`src/logic/eaf_pkg.sv`:
```
// constants, state types and the crc step for the address filter block
// assumes one 100 MHz core clock; all users import the whole package
package eaf_pkg;

  localparam int          ADDR_W       = 48;
  localparam int          CMD_W        = 4;
  localparam int          CSR_W        = 8;
  localparam int          RB_AW        = 11;
  localparam int          FIFO_W       = 1 + RB_AW + 8;
  localparam int          FIFO_DEPTH   = 8;
  localparam int          GROUP_DEPTH  = 8;

  localparam logic [3:0]  CMD_RESET    = 4'h0;
  localparam logic [3:0]  CMD_LOOP_ON  = 4'h1;
  localparam logic [3:0]  CMD_LOOP_OFF = 4'h2;
  localparam logic [3:0]  CMD_SEND     = 4'h3;
  localparam logic [3:0]  CMD_RBUF     = 4'h4;
  localparam logic [3:0]  CMD_LD_GRP   = 4'h5;
  localparam logic [3:0]  CMD_DL_GRP   = 4'h6;
  localparam logic [3:0]  CMD_LD_PHYS  = 4'h7;
  localparam logic [3:0]  CMD_DL_PHYS  = 4'h8;
  localparam logic [3:0]  CMD_SA_OFF   = 4'h9;
  localparam logic [3:0]  CMD_SA_ON    = 4'hA;

  localparam int          CSR_CMD_DONE = 7;
  localparam int          CSR_RX_DONE  = 5;
  localparam int          CSR_ERR      = 0;
  localparam logic [7:0]  CSR_RESET    = 8'h00;

  localparam logic [10:0] RB_STAT0     = 11'h000;
  localparam logic [10:0] RB_STAT1     = 11'h001;
  localparam logic [10:0] RB_SIZE_LO   = 11'h002;
  localparam logic [10:0] RB_SIZE_HI   = 11'h003;
  localparam logic [10:0] RB_DEST      = 11'h004;
  localparam logic [10:0] RB_LAST      = 11'h7FF;
  localparam int          STAT_CRC     = 0;
  localparam int          STAT_OVF     = 1;

  localparam logic [10:0] TX_SA_FIRST  = 11'h006;
  localparam logic [10:0] TX_SA_LAST   = 11'h00B;
  localparam logic [10:0] DEST_LAST    = 11'h005;
  localparam logic [2:0]  DEST_K_LAST  = 3'h5;
  localparam int          MCAST_BIT    = 40;
  localparam logic [47:0] BCAST        = 48'hFFFFFFFFFFFF;
  localparam int          MIN_PHYS_VER = 2;

  localparam logic [31:0] CRC_INIT     = 32'hFFFFFFFF;
  localparam logic [31:0] CRC_POLY     = 32'hEDB88320;
  localparam logic [31:0] CRC_RESIDUE  = 32'hDEBB20E3;

  typedef enum logic [1:0] {TX_IDLE, TX_DATA, TX_FCS} eaf_tx_state_type;
  typedef enum logic [2:0] {RX_DEST, RX_DECIDE, RX_WDEST, RX_BODY, RX_DROP,
                            RX_STAT} eaf_rx_state_type;

  function automatic logic [31:0] eaf_crc_byte(input logic [31:0] c,
                                               input logic [7:0]  d);
    logic [31:0] r;
    r = c ^ {24'h000000, d};
    for (int i = 0; i < 8; i++) begin
      r = r[0] ? ((r >> 1) ^ CRC_POLY) : (r >> 1);
    end
    return r;
  endfunction

endpackage

```
`src/logic/eaf_fifo.sv`:
```
// small first-word-fall-through fifo between receive filter and buffer
// assumes one clock; the writer side checks in_ready before pushing
module eaf_fifo #(
  parameter int WIDTH = 20,
  parameter int DEPTH = 8
) (
  input  wire logic             clk,
  input  wire logic             rst,
  input  wire logic             in_valid,
  input  wire logic [WIDTH-1:0] in_data,
  output logic                  in_ready,
  output logic                  out_valid,
  output logic [WIDTH-1:0]      out_data,
  input  wire logic             out_ready
);
  localparam int PW = $clog2(DEPTH);

  typedef struct packed {
    logic [DEPTH-1:0][WIDTH-1:0] mem;
    logic [PW-1:0]               wp;
    logic [PW-1:0]               rp;
    logic [PW:0]                 cnt;
  } eaf_fifo_state_type;

  eaf_fifo_state_type s_reg;
  eaf_fifo_state_type s_next;
  logic               push;
  logic               pop;

  assign in_ready  = s_reg.cnt != (PW + 1)'(DEPTH);
  assign out_valid = s_reg.cnt != '0;
  assign out_data  = s_reg.mem[s_reg.rp];

  always_comb begin
    s_next = s_reg;
    push   = in_valid && in_ready;
    pop    = out_valid && out_ready;
    if (push) begin
      s_next.mem[s_reg.wp] = in_data;
      s_next.wp            = PW'((s_reg.wp + 1'b1) % DEPTH);
    end
    if (pop) begin
      s_next.rp = PW'((s_reg.rp + 1'b1) % DEPTH);
    end
    s_next.cnt = s_reg.cnt + (PW + 1)'(push) - (PW + 1)'(pop);
  end

  always_ff @(posedge clk) begin
    if (rst) begin
      s_reg <= '0;
    end else begin
      s_reg <= s_next;
    end
  end
endmodule

```
`src/logic/eaf_group_table.sv`:
```
// table of loaded multicast group addresses with a registered match
// assumes loads and deletes arrive as one-cycle strobes on the core clock
module eaf_group_table
  import eaf_pkg::*;
(
  input  wire logic                       clk,
  input  wire logic                       rst,
  input  wire logic                       clear,
  input  wire logic                       load,
  input  wire logic                       del,
  input  wire logic [eaf_pkg::ADDR_W-1:0] wr_addr,
  input  wire logic                       look_valid,
  input  wire logic [eaf_pkg::ADDR_W-1:0] look_addr,
  output logic                            match_reg
);
  typedef struct packed {
    logic [GROUP_DEPTH-1:0]             vld;
    logic [GROUP_DEPTH-1:0][ADDR_W-1:0] addr;
    logic                               match;
  } eaf_grp_state_type;

  eaf_grp_state_type      s_reg;
  eaf_grp_state_type      s_next;
  logic [GROUP_DEPTH-1:0] wr_hit;
  logic [GROUP_DEPTH-1:0] look_hit;
  logic                   placed;

  for (genvar i = 0; i < GROUP_DEPTH; i++) begin : g_ent
    assign wr_hit[i]   = s_reg.vld[i] && s_reg.addr[i] == wr_addr;
    assign look_hit[i] = s_reg.vld[i] && s_reg.addr[i] == look_addr;
  end

  assign match_reg = s_reg.match;

  // a full table silently ignores a further load
  always_comb begin
    s_next = s_reg;
    placed = |wr_hit;
    if (look_valid) begin
      s_next.match = |look_hit;
    end
    for (int i = 0; i < GROUP_DEPTH; i++) begin
      if (load && !placed && !s_reg.vld[i]) begin
        s_next.vld[i]  = 1'b1;
        s_next.addr[i] = wr_addr;
        placed         = 1'b1;
      end
      if (del && wr_hit[i]) begin
        s_next.vld[i] = 1'b0;
      end
    end
    if (clear) begin
      s_next.vld = '0;
    end
  end

  always_ff @(posedge clk) begin
    if (rst) begin
      s_reg <= '0;
    end else begin
      s_reg <= s_next;
    end
  end
endmodule

```
`src/logic/eaf_top.sv`:
```
// address filter, source insertion and loopback of the ethernet controller
// assumes host command port, byte streams and buffer port on core_clk
//
// Operation
// loopback command sends transmit frames to receiver
// broadcast destination frames are always accepted
// wrong individual destination frames are discarded
// load group command adds multicast filter address
// unloaded multicast destinations are discarded silently
// delete group command removes multicast address
// load physical command replaces station address
// delete physical command drops replacement address
// inhibited insertion keeps source; crc then fails
// enabled insertion overwrites source with station
// clean command completion shows octal 200
// clean reception alone shows octal 40
// buffer command plus reception shows octal 240
// buffer holds status, size, destination, source
// frame check bytes end the buffered frame
// first byte bit zero marks multicast
module eaf_top
  import eaf_pkg::*;
#(
  parameter logic [47:0] STATION_ADDR = 48'h020000000001,
  parameter int          HW_VERSION   = 2
) (
  input  wire logic                       core_clk,
  input  wire logic                       rst,
  input  wire logic                       cmd_valid,
  input  wire logic [eaf_pkg::CMD_W-1:0]  cmd_code,
  input  wire logic [eaf_pkg::ADDR_W-1:0] cmd_addr,
  output logic                            cmd_ready,
  output logic [eaf_pkg::CSR_W-1:0]       csr,
  input  wire logic                       csr_rx_ack,
  output logic                            loop_mode,
  input  wire logic                       tx_valid,
  input  wire logic [7:0]                 tx_data,
  input  wire logic                       tx_last,
  output logic                            tx_ready,
  output logic                            line_tx_valid,
  output logic [7:0]                      line_tx_data,
  output logic                            line_tx_last,
  input  wire logic                       line_tx_ready,
  input  wire logic                       line_rx_valid,
  input  wire logic [7:0]                 line_rx_data,
  input  wire logic                       line_rx_last,
  output logic                            line_rx_ready,
  output logic                            rbuf_we,
  output logic [eaf_pkg::RB_AW-1:0]       rbuf_addr,
  output logic [7:0]                      rbuf_data,
  input  wire logic                       rbuf_ready
);
  import eaf_pkg::*;

  typedef struct packed {
    logic [CSR_W-1:0]  csr;
    logic              loop;
    logic              sa_inhibit;
    logic              phys_vld;
    logic [ADDR_W-1:0] phys;
    logic              rbuf_avail;
    logic              cmd_ready;
    eaf_tx_state_type  tx_st;
    logic [10:0]       tx_idx;
    logic [31:0]       tx_crc;
    logic [1:0]        tx_fcs;
    logic              tx_ready;
    logic              lt_valid;
    logic [7:0]        lt_data;
    logic              lt_last;
    logic              line_tx_valid;
    eaf_rx_state_type  rx_st;
    logic              rx_rdy;
    logic              line_rx_ready;
    logic [10:0]       rx_idx;
    logic [ADDR_W-1:0] rx_dest;
    logic [31:0]       rx_crc;
    logic [10:0]       rx_wptr;
    logic              rx_ovf;
    logic              rx_crc_err;
    logic [2:0]        rx_k;
    logic              rbuf_we;
    logic [10:0]       rbuf_addr;
    logic [7:0]        rbuf_data;
    logic              rbuf_last;
  } eaf_top_state_type;

  eaf_top_state_type s_reg;
  eaf_top_state_type s_next;

  logic [ADDR_W-1:0] station;
  logic              cmd_take;
  logic              cmd_done;
  logic              cmd_err;
  logic              grp_load;
  logic              grp_del;
  logic              grp_clear;
  logic              grp_match;
  logic              look_valid;
  logic [ADDR_W-1:0] look_addr;
  logic              in_sa;
  logic [7:0]        sa_byte;
  logic [7:0]        tx_byte;
  logic [7:0]        crc_src;
  logic              tx_take;
  logic              lt_pop;
  logic              rx_take;
  logic [7:0]        src_data;
  logic              src_last;
  logic [31:0]       crc_base;
  logic [31:0]       rx_crc_nx;
  logic              accept;
  logic              push;
  logic [FIFO_W-1:0] push_data;
  logic              fifo_in_ready;
  logic              fifo_out_valid;
  logic [FIFO_W-1:0] fifo_out_data;
  logic              fifo_out_ready;
  logic              wr_accept;
  logic              wr_done;

  eaf_group_table u_grp (
    .clk        (core_clk),
    .rst        (rst),
    .clear      (grp_clear),
    .load       (grp_load),
    .del        (grp_del),
    .wr_addr    (cmd_addr),
    .look_valid (look_valid),
    .look_addr  (look_addr),
    .match_reg  (grp_match)
  );

  // the fifo absorbs buffer-port stalls; when full the receiver stalls
  eaf_fifo #(
    .WIDTH (FIFO_W),
    .DEPTH (FIFO_DEPTH)
  ) u_fifo (
    .clk       (core_clk),
    .rst       (rst),
    .in_valid  (push),
    .in_data   (push_data),
    .in_ready  (fifo_in_ready),
    .out_valid (fifo_out_valid),
    .out_data  (fifo_out_data),
    .out_ready (fifo_out_ready)
  );

  assign cmd_ready     = s_reg.cmd_ready;
  assign csr           = s_reg.csr;
  assign loop_mode     = s_reg.loop;
  assign tx_ready      = s_reg.tx_ready;
  assign line_tx_valid = s_reg.line_tx_valid;
  assign line_tx_data  = s_reg.lt_data;
  assign line_tx_last  = s_reg.lt_last;
  assign line_rx_ready = s_reg.line_rx_ready;
  assign rbuf_we       = s_reg.rbuf_we;
  assign rbuf_addr     = s_reg.rbuf_addr;
  assign rbuf_data     = s_reg.rbuf_data;

  always_comb begin
    s_next    = s_reg;
    station   = s_reg.phys_vld ? s_reg.phys : STATION_ADDR;
    cmd_take  = cmd_valid && s_reg.cmd_ready;
    cmd_done  = 1'b0;
    cmd_err   = 1'b0;
    grp_load  = 1'b0;
    grp_del   = 1'b0;
    grp_clear = 1'b0;
    accept    = 1'b0;

    // command decode
    if (cmd_take) begin
      s_next.csr[CSR_CMD_DONE] = 1'b0;
      s_next.csr[CSR_ERR]      = 1'b0;
      cmd_done                 = cmd_code != CMD_SEND;
      unique case (cmd_code)
        CMD_RESET: begin
          s_next.loop       = 1'b0;
          s_next.sa_inhibit = 1'b0;
          s_next.phys_vld   = 1'b0;
          s_next.rbuf_avail = 1'b0;
          grp_clear         = 1'b1;
        end
        CMD_LOOP_ON:  s_next.loop = 1'b1;
        CMD_LOOP_OFF: s_next.loop = 1'b0;
        CMD_SEND: begin
          s_next.tx_st  = TX_DATA;
          s_next.tx_idx = '0;
          s_next.tx_crc = CRC_INIT;
        end
        CMD_RBUF: s_next.rbuf_avail = 1'b1;
        CMD_LD_GRP: begin
          grp_load = cmd_addr[MCAST_BIT];
          cmd_err  = !cmd_addr[MCAST_BIT];
        end
        CMD_DL_GRP: grp_del = 1'b1;
        CMD_LD_PHYS: begin
          // older hardware has no replaceable station address
          if (HW_VERSION >= MIN_PHYS_VER) begin
            s_next.phys_vld = 1'b1;
            s_next.phys     = cmd_addr;
          end else begin
            cmd_err = 1'b1;
          end
        end
        CMD_DL_PHYS: s_next.phys_vld = 1'b0;
        CMD_SA_OFF:  s_next.sa_inhibit = 1'b1;
        CMD_SA_ON:   s_next.sa_inhibit = 1'b0;
        default:     cmd_err = 1'b1;
      endcase
    end

    // receive source: own transmitter in loopback, else the line
    if (s_reg.loop) begin
      rx_take  = s_reg.rx_rdy && s_reg.lt_valid;
      src_data = s_reg.lt_data;
      src_last = s_reg.lt_last;
    end else begin
      rx_take  = s_reg.line_rx_ready && line_rx_valid;
      src_data = line_rx_data;
      src_last = line_rx_last;
    end

    // transmit path
    in_sa   = s_reg.tx_idx >= TX_SA_FIRST && s_reg.tx_idx <= TX_SA_LAST;
    sa_byte = 8'(station >> {3'(TX_SA_LAST - s_reg.tx_idx), 3'b000});
    tx_byte = (in_sa && !s_reg.sa_inhibit) ? sa_byte : tx_data;
    // fcs always covers the station source, so a kept host source fails
    crc_src = in_sa ? sa_byte : tx_data;
    tx_take = s_reg.tx_ready && tx_valid;
    lt_pop  = s_reg.loop ? rx_take
                         : (s_reg.line_tx_valid && line_tx_ready);
    if (lt_pop) begin
      s_next.lt_valid = 1'b0;
    end
    unique case (s_reg.tx_st)
      TX_IDLE: begin
      end
      TX_DATA: begin
        if (tx_take) begin
          s_next.lt_valid = 1'b1;
          s_next.lt_data  = tx_byte;
          s_next.lt_last  = 1'b0;
          s_next.tx_crc   = eaf_crc_byte(s_reg.tx_crc, crc_src);
          s_next.tx_idx   = s_reg.tx_idx + 11'h001;
          if (tx_last) begin
            s_next.tx_st  = TX_FCS;
            s_next.tx_fcs = '0;
          end
        end
      end
      TX_FCS: begin
        if (!s_next.lt_valid) begin
          s_next.lt_valid = 1'b1;
          s_next.lt_data  = 8'(~(s_reg.tx_crc >> {s_reg.tx_fcs, 3'b000}));
          s_next.lt_last  = s_reg.tx_fcs == 2'h3;
          s_next.tx_fcs   = s_reg.tx_fcs + 2'h1;
          if (s_reg.tx_fcs == 2'h3) begin
            s_next.tx_st = TX_IDLE;
            cmd_done     = 1'b1;
          end
        end
      end
    endcase
    // one byte in flight at a time keeps ready a plain flop
    s_next.tx_ready      = s_next.tx_st == TX_DATA && !s_next.lt_valid
                           && !tx_take;
    s_next.line_tx_valid = s_next.lt_valid && !s_next.loop;

    // receive filter
    crc_base   = (s_reg.rx_st == RX_DEST && s_reg.rx_idx == '0)
                 ? CRC_INIT : s_reg.rx_crc;
    rx_crc_nx  = eaf_crc_byte(crc_base, src_data);
    look_valid = 1'b0;
    look_addr  = {s_reg.rx_dest[39:0], src_data};
    push       = 1'b0;
    push_data  = '0;
    unique case (s_reg.rx_st)
      RX_DEST: begin
        if (rx_take) begin
          s_next.rx_dest = look_addr;
          s_next.rx_crc  = rx_crc_nx;
          s_next.rx_idx  = s_reg.rx_idx + 11'h001;
          if (src_last) begin
            s_next.rx_idx = '0;
          end else if (s_reg.rx_idx == DEST_LAST) begin
            look_valid   = 1'b1;
            s_next.rx_st = RX_DECIDE;
          end
        end
      end
      RX_DECIDE: begin
        if (s_reg.rx_dest == BCAST) begin
          accept = 1'b1;
        end else if (s_reg.rx_dest[MCAST_BIT]) begin
          accept = grp_match;
        end else begin
          accept = s_reg.rx_dest == station;
        end
        if (accept && s_reg.rbuf_avail) begin
          s_next.rbuf_avail = cmd_take && cmd_code == CMD_RBUF;
          s_next.rx_st      = RX_WDEST;
          s_next.rx_k       = '0;
          s_next.rx_wptr    = RB_DEST;
          s_next.rx_ovf     = 1'b0;
        end else begin
          s_next.rx_st = RX_DROP;
        end
      end
      RX_WDEST: begin
        if (fifo_in_ready) begin
          push           = 1'b1;
          push_data      = {1'b0, s_reg.rx_wptr,
                            8'(s_reg.rx_dest >>
                               {3'(DEST_K_LAST - s_reg.rx_k), 3'b000})};
          s_next.rx_wptr = s_reg.rx_wptr + 11'h001;
          s_next.rx_k    = s_reg.rx_k + 3'h1;
          if (s_reg.rx_k == DEST_K_LAST) begin
            s_next.rx_st = RX_BODY;
          end
        end
      end
      RX_BODY: begin
        if (rx_take) begin
          s_next.rx_crc = rx_crc_nx;
          s_next.rx_idx = s_reg.rx_idx + 11'h001;
          // a frame longer than the buffer is cut and flagged
          if (s_reg.rx_wptr == RB_LAST) begin
            s_next.rx_ovf = 1'b1;
          end else begin
            push           = 1'b1;
            push_data      = {1'b0, s_reg.rx_wptr, src_data};
            s_next.rx_wptr = s_reg.rx_wptr + 11'h001;
          end
          if (src_last) begin
            s_next.rx_st      = RX_STAT;
            s_next.rx_k       = '0;
            s_next.rx_crc_err = rx_crc_nx != CRC_RESIDUE;
          end
        end
      end
      RX_STAT: begin
        if (fifo_in_ready) begin
          push = 1'b1;
          unique case (s_reg.rx_k[1:0])
            2'h0: push_data = {1'b0, RB_STAT0, 6'h00, s_reg.rx_ovf,
                               s_reg.rx_crc_err};
            2'h1: push_data = {1'b0, RB_STAT1, 8'h00};
            2'h2: push_data = {1'b0, RB_SIZE_LO, s_reg.rx_idx[7:0]};
            2'h3: push_data = {1'b1, RB_SIZE_HI, 5'h00, s_reg.rx_idx[10:8]};
          endcase
          s_next.rx_k = s_reg.rx_k + 3'h1;
          if (s_reg.rx_k[1:0] == 2'h3) begin
            s_next.rx_st  = RX_DEST;
            s_next.rx_idx = '0;
          end
        end
      end
      RX_DROP: begin
        if (rx_take && src_last) begin
          s_next.rx_st  = RX_DEST;
          s_next.rx_idx = '0;
        end
      end
      default: s_next.rx_st = RX_DEST;
    endcase
    // no push in the ready cycle guarantees fifo room on the next take
    s_next.rx_rdy        = (s_next.rx_st == RX_DEST
                            || s_next.rx_st == RX_BODY
                            || s_next.rx_st == RX_DROP)
                           && fifo_in_ready && !push;
    s_next.line_rx_ready = s_next.rx_rdy && !s_next.loop;

    // host buffer writer
    wr_accept      = s_reg.rbuf_we && rbuf_ready;
    fifo_out_ready = !s_reg.rbuf_we || rbuf_ready;
    wr_done        = wr_accept && s_reg.rbuf_last;
    if (wr_accept) begin
      s_next.rbuf_we = 1'b0;
    end
    if (fifo_out_valid && fifo_out_ready) begin
      s_next.rbuf_we   = 1'b1;
      s_next.rbuf_last = fifo_out_data[FIFO_W-1];
      s_next.rbuf_addr = fifo_out_data[FIFO_W-2:8];
      s_next.rbuf_data = fifo_out_data[7:0];
    end

    // status: hardware set wins over host clear
    if (csr_rx_ack) begin
      s_next.csr[CSR_RX_DONE] = 1'b0;
    end
    if (wr_done) begin
      s_next.csr[CSR_RX_DONE] = 1'b1;
    end
    if (cmd_done) begin
      s_next.csr[CSR_CMD_DONE] = 1'b1;
    end
    if (cmd_err) begin
      s_next.csr[CSR_ERR] = 1'b1;
    end
    s_next.cmd_ready = s_next.tx_st == TX_IDLE && !cmd_take;
  end

  always_ff @(posedge core_clk) begin
    if (rst) begin
      s_reg     <= '0;
      s_reg.csr <= CSR_RESET;
    end else begin
      s_reg <= s_next;
    end
  end
endmodule

```
`config.mk`:
```
export PLATFORM = sky130hd
export DESIGN_NAME = eaf_top
export DESIGN_NICKNAME = d
export VERILOG_FILES = /design/src/logic/eaf_pkg.sv /design/src/logic/eaf_fifo.sv /design/src/logic/eaf_group_table.sv /design/src/logic/eaf_top.sv
export SDC_FILE = /design/constraint.sdc
export NUM_CORES = 2
export LEC_CHECK = 0
export BUFFER_PORTS_ARGS = -buffer_cell sky130_fd_sc_hd__buf_2
export CAP_MARGIN = 10
export CORE_MARGIN = 5
export CORE_UTILIZATION = 47
export CTS_CLUSTER_DIAMETER = 50
export DETAILED_ROUTE_END_ITERATION = 16
export PLACE_DENSITY = 0.65
export SYNTH_ARGS = -nofsm -noshare
export SYNTH_HDL_FRONTEND = slang
export SYNTH_SLANG_ARGS = --single-unit
export TNS_END_PERCENT = 10
```
`constraint.sdc`:
```
create_clock -name core_clk -period 7.4 [get_ports core_clk]
set_input_delay 1.48 -clock core_clk [delete_from_list [all_inputs] [get_ports core_clk]]
set_output_delay 1.48 -clock core_clk [all_outputs]
set_load 0.02 [all_outputs]
```
==> impl_metrics.ini <==
[cts]
cts_resized = 0
clock_path_buffers = 3
cts_buffers = 106
ctsHoldBuffers = 0
cts_tree = yes
root_buffer = clkbuf_16
clock_latency_ns = 0.72
post_cts_buffers = 0
htree_levels = 3
cts_sinks = 811
clk_pin_slew_ns = 0.06

[power_and_ir_drop]
seq_power_share_pct = 38.5
p_switching_mw = 3.49
p_leak_nw = 20.4
power-per-cell-area_mw_per_mm2 = 234
ir_drop_mv = 0.232
pwr-share-comb_pct = 15.8
clockPowerShare_pct = 45.6
swShare_pct = 29.5
p_int_mw = 8.35

[run]
cap_violations = 0

[critical_path]
critPathArrivalTime_ns = 5.87
cp-startpoint = cmd_addr[7]
crit_path_start_kind = input port
slowest_delay_ns = 1.10
path_cells = buf_2 -> xor2_1 -> nor4_1 -> nand4_1 -> nor4_1 -> buf_4 -> nor4_2 -> and4_2 -> nand3_4 -> buf_4 -> mux2i_1
worstPathRequired_ns = 8.02
rr_endpoint = u_grp.s_reg[166]$_SDFFE_PP0P_
reg2reg_slack_ns = 3.01
worst-path-max-fanout = 26
timing.rr.start = u_grp.s_reg[296]$_SDFFE_PP0P_
end_kind = flip-flop
worstSetupPathType = input port to flip-flop
cpMaxStageDelayCell = nor4_1
crit_end = u_grp.s_reg[166]$_SDFFE_PP0P_
reg2reg_depth = 10

[synthesis]
synth_flop_cell = dfxtp_1
yosysWarnings = 0
syn_inst = 5246
syn-cell-area_sq_mm = 0.0457
yosys_register_bits = 811
yosysSeqAreaShare_pct = 35.5
synth_top_cell_by_area = dfxtp_1
synth_top_area_share_pct = 35.5
synth_area_leaders = dfxtp_1, xnor2_1, mux2i_1
syn_avg_cell_area_sq_um = 8.71
synth-edff-count = 0
yosysUniqueCellTypes = 90
async_flop_share_pct = 0

[sta]
finalSetupTns_ns = 0
fin_ws_ns = 2.14
rsz0062_at_grt = false
period_needed_ns = 5.26
setup_viol = 0
slew_headroom_pct = 5.71
slew_viol_final = 0
fin_skew_ns = 0.0342
worst_pin_slew_ns = 1.40
timing.final.crit_share_pct = 71.1
hold_violations = 0
fmax_ghz = 0.190

[floorplan]
io_pins = 120
start_util_pct = 47.3
die_h_um = 322
num_rows = 114
core-area_sq_mm = 0.0966
fp.dieW_um = 322
die_area_sq_mm = 0.104

[detailed_routing]
drcViolationCount = 0
routed_via_density = 6.08
post_drt_wl_per_cell_um = 28.1
vias = 39530
drtPass1Iterations = 8
wl_um = 182000
final_antenna_net_count = 0
drt_iter0_markers = 5243

[grt]
antenna_found_initial = 4
grt.total_usage_pct = 33.8
grt_pass1_vias = 36598
grt_max_degree = 193
grt_pass1_wl_um = 260000
grt-ovfl-total = 0

[finish]
post-route-cell-area_sq_mm = 0.0506
syn_to_final_growth_pct = 10.7
fin_nets = 5231
most-common-layout-cells = dfxtp_1, nor2_1, xnor2_1, xor2_1, mux2i_1
drive_gt1_share_pct = 9.92
largest_reg_flops = 392
final_common_cell = dfxtp_1

[status]
status = finished, final reports clean

[min_path]
hold_class = flip-flop to flip-flop

[placed_design]
dp_slack_ns = 1.68
portBuffers = 114
place_area_sq_mm = 0.0469
gp_congestion = 1.06
detailed_place_hpwl_um = 126000
-- power by group through the flow --
stage	clock (mW)	sequential (mW)	combinational, mW
global route	5.65	4.57	2.00
CTS	5.45	4.56	1.85
floorplan	0	4.63	1.35
finish	5.40	4.56	1.87
detailed placement	0	4.66	1.84
global placement	0	4.65	1.83
-- layer usage --
layer	GRT usage, %	vias to the layer above	part of all wire (%)
met3	7.70	613	9.8
li1	-	17708	-
met5	0	-	0.019
met4	19.2	6	7.1
met2	50.7	2139	43
met1	45.1	19064	41
-- synth_stat cells, types with 59 or more instances --
| master | instances |
|---|---|
| a211oi_1 | 89 |
| a21oi_1 | 289 |
| buf_1 | 63 |
| buf_2 | 78 |
| clkbuf_1 | 243 |
| dfxtp_1 | 811 |
| inv_1 | 99 |
| mux2i_1 | 401 |
| mux4_2 | 59 |
| nand2_1 | 310 |
| nand2b_1 | 308 |
| nand3_1 | 103 |
| nand4_1 | 117 |
| nor2_1 | 583 |
| nor3_1 | 108 |
| nor4_1 | 155 |
| o21ai_0 | 93 |
| xnor2_1 | 479 |
| xor2_1 | 430 |
-- worst min path at each step --
stage | to | depth (start not counted) | slack, ns | startpoint
2_1_floorplan | s_reg[25]$_SDFFE_PP0P_ | 2 | 0.44 | s_reg[25]$_SDFFE_PP0P_
3_3_place_gp | s_reg[51]$_SDFFE_PP0P_ | 2 | 0.45 | s_reg[51]$_SDFFE_PP0P_
3_5_place_dp | s_reg[51]$_SDFFE_PP0P_ | 2 | 0.46 | s_reg[51]$_SDFFE_PP0P_
4_1_cts | s_reg[51]$_SDFFE_PP0P_ | 2 | 0.46 | s_reg[51]$_SDFFE_PP0P_
5_1_grt | csr[5]$_SDFFE_PP0P_ | 2 | 0.48 | csr[5]$_SDFFE_PP0P_
6_report | csr[5]$_SDFFE_PP0P_ | 2 | 0.47 | csr[5]$_SDFFE_PP0P_
-- cells by family after synthesis --
logic type               synth area share, %
buffers and inverters                   5.19
AND/OR/NAND/NOR                         19.5
other                                0.00821
adder cells (fa/ha/maj)                0.646
multiplexers                            11.9
AO/OA/AOI/OAI                           9.10
XOR/XNOR                                18.1
flip-flops                              35.5
-- area by class of cell --
class                      instances  area, sq um
tap                             1276         1600
fill                            9034        46000
timing repair buffer             215         1400
clock buffer                     142         2950
multi-input combinational       3896        27200
sequential                       811        16200
antenna                            2         5.00
clock inverter                    58          761
inverter                         100          375
-- critical path: cells and delay by family --
| kind | cells | cell delay, ns |
|---|---|---|
| and+or+nand+nor | 6 | 2.89 |
| muxes | 1 | 0.24 |
| buffers and inverters | 3 | 1.00 |
| xor gates and xnor gates | 1 | 0.21 |
-- per-stage QoR --
| stage | utilization, % | hold WS (ns) | power (mW) | std cells |
|---|---|---|---|---|
| finish | 52.4 | 0.466 | 11.8 | 6500 |
| global route | 52.4 | 0.484 | 12.2 | 6498 |
| CTS | 52.4 | 0.465 | 11.9 | 6497 |
| detailed placement | 48.5 | 0.457 | 6.50 | 6297 |
| global placement | 48.5 | 0.451 | 6.49 | 6297 |
| floorplan | - | 0.437 | 5.97 | 5250 |
(Power assumes the default switching activity.)
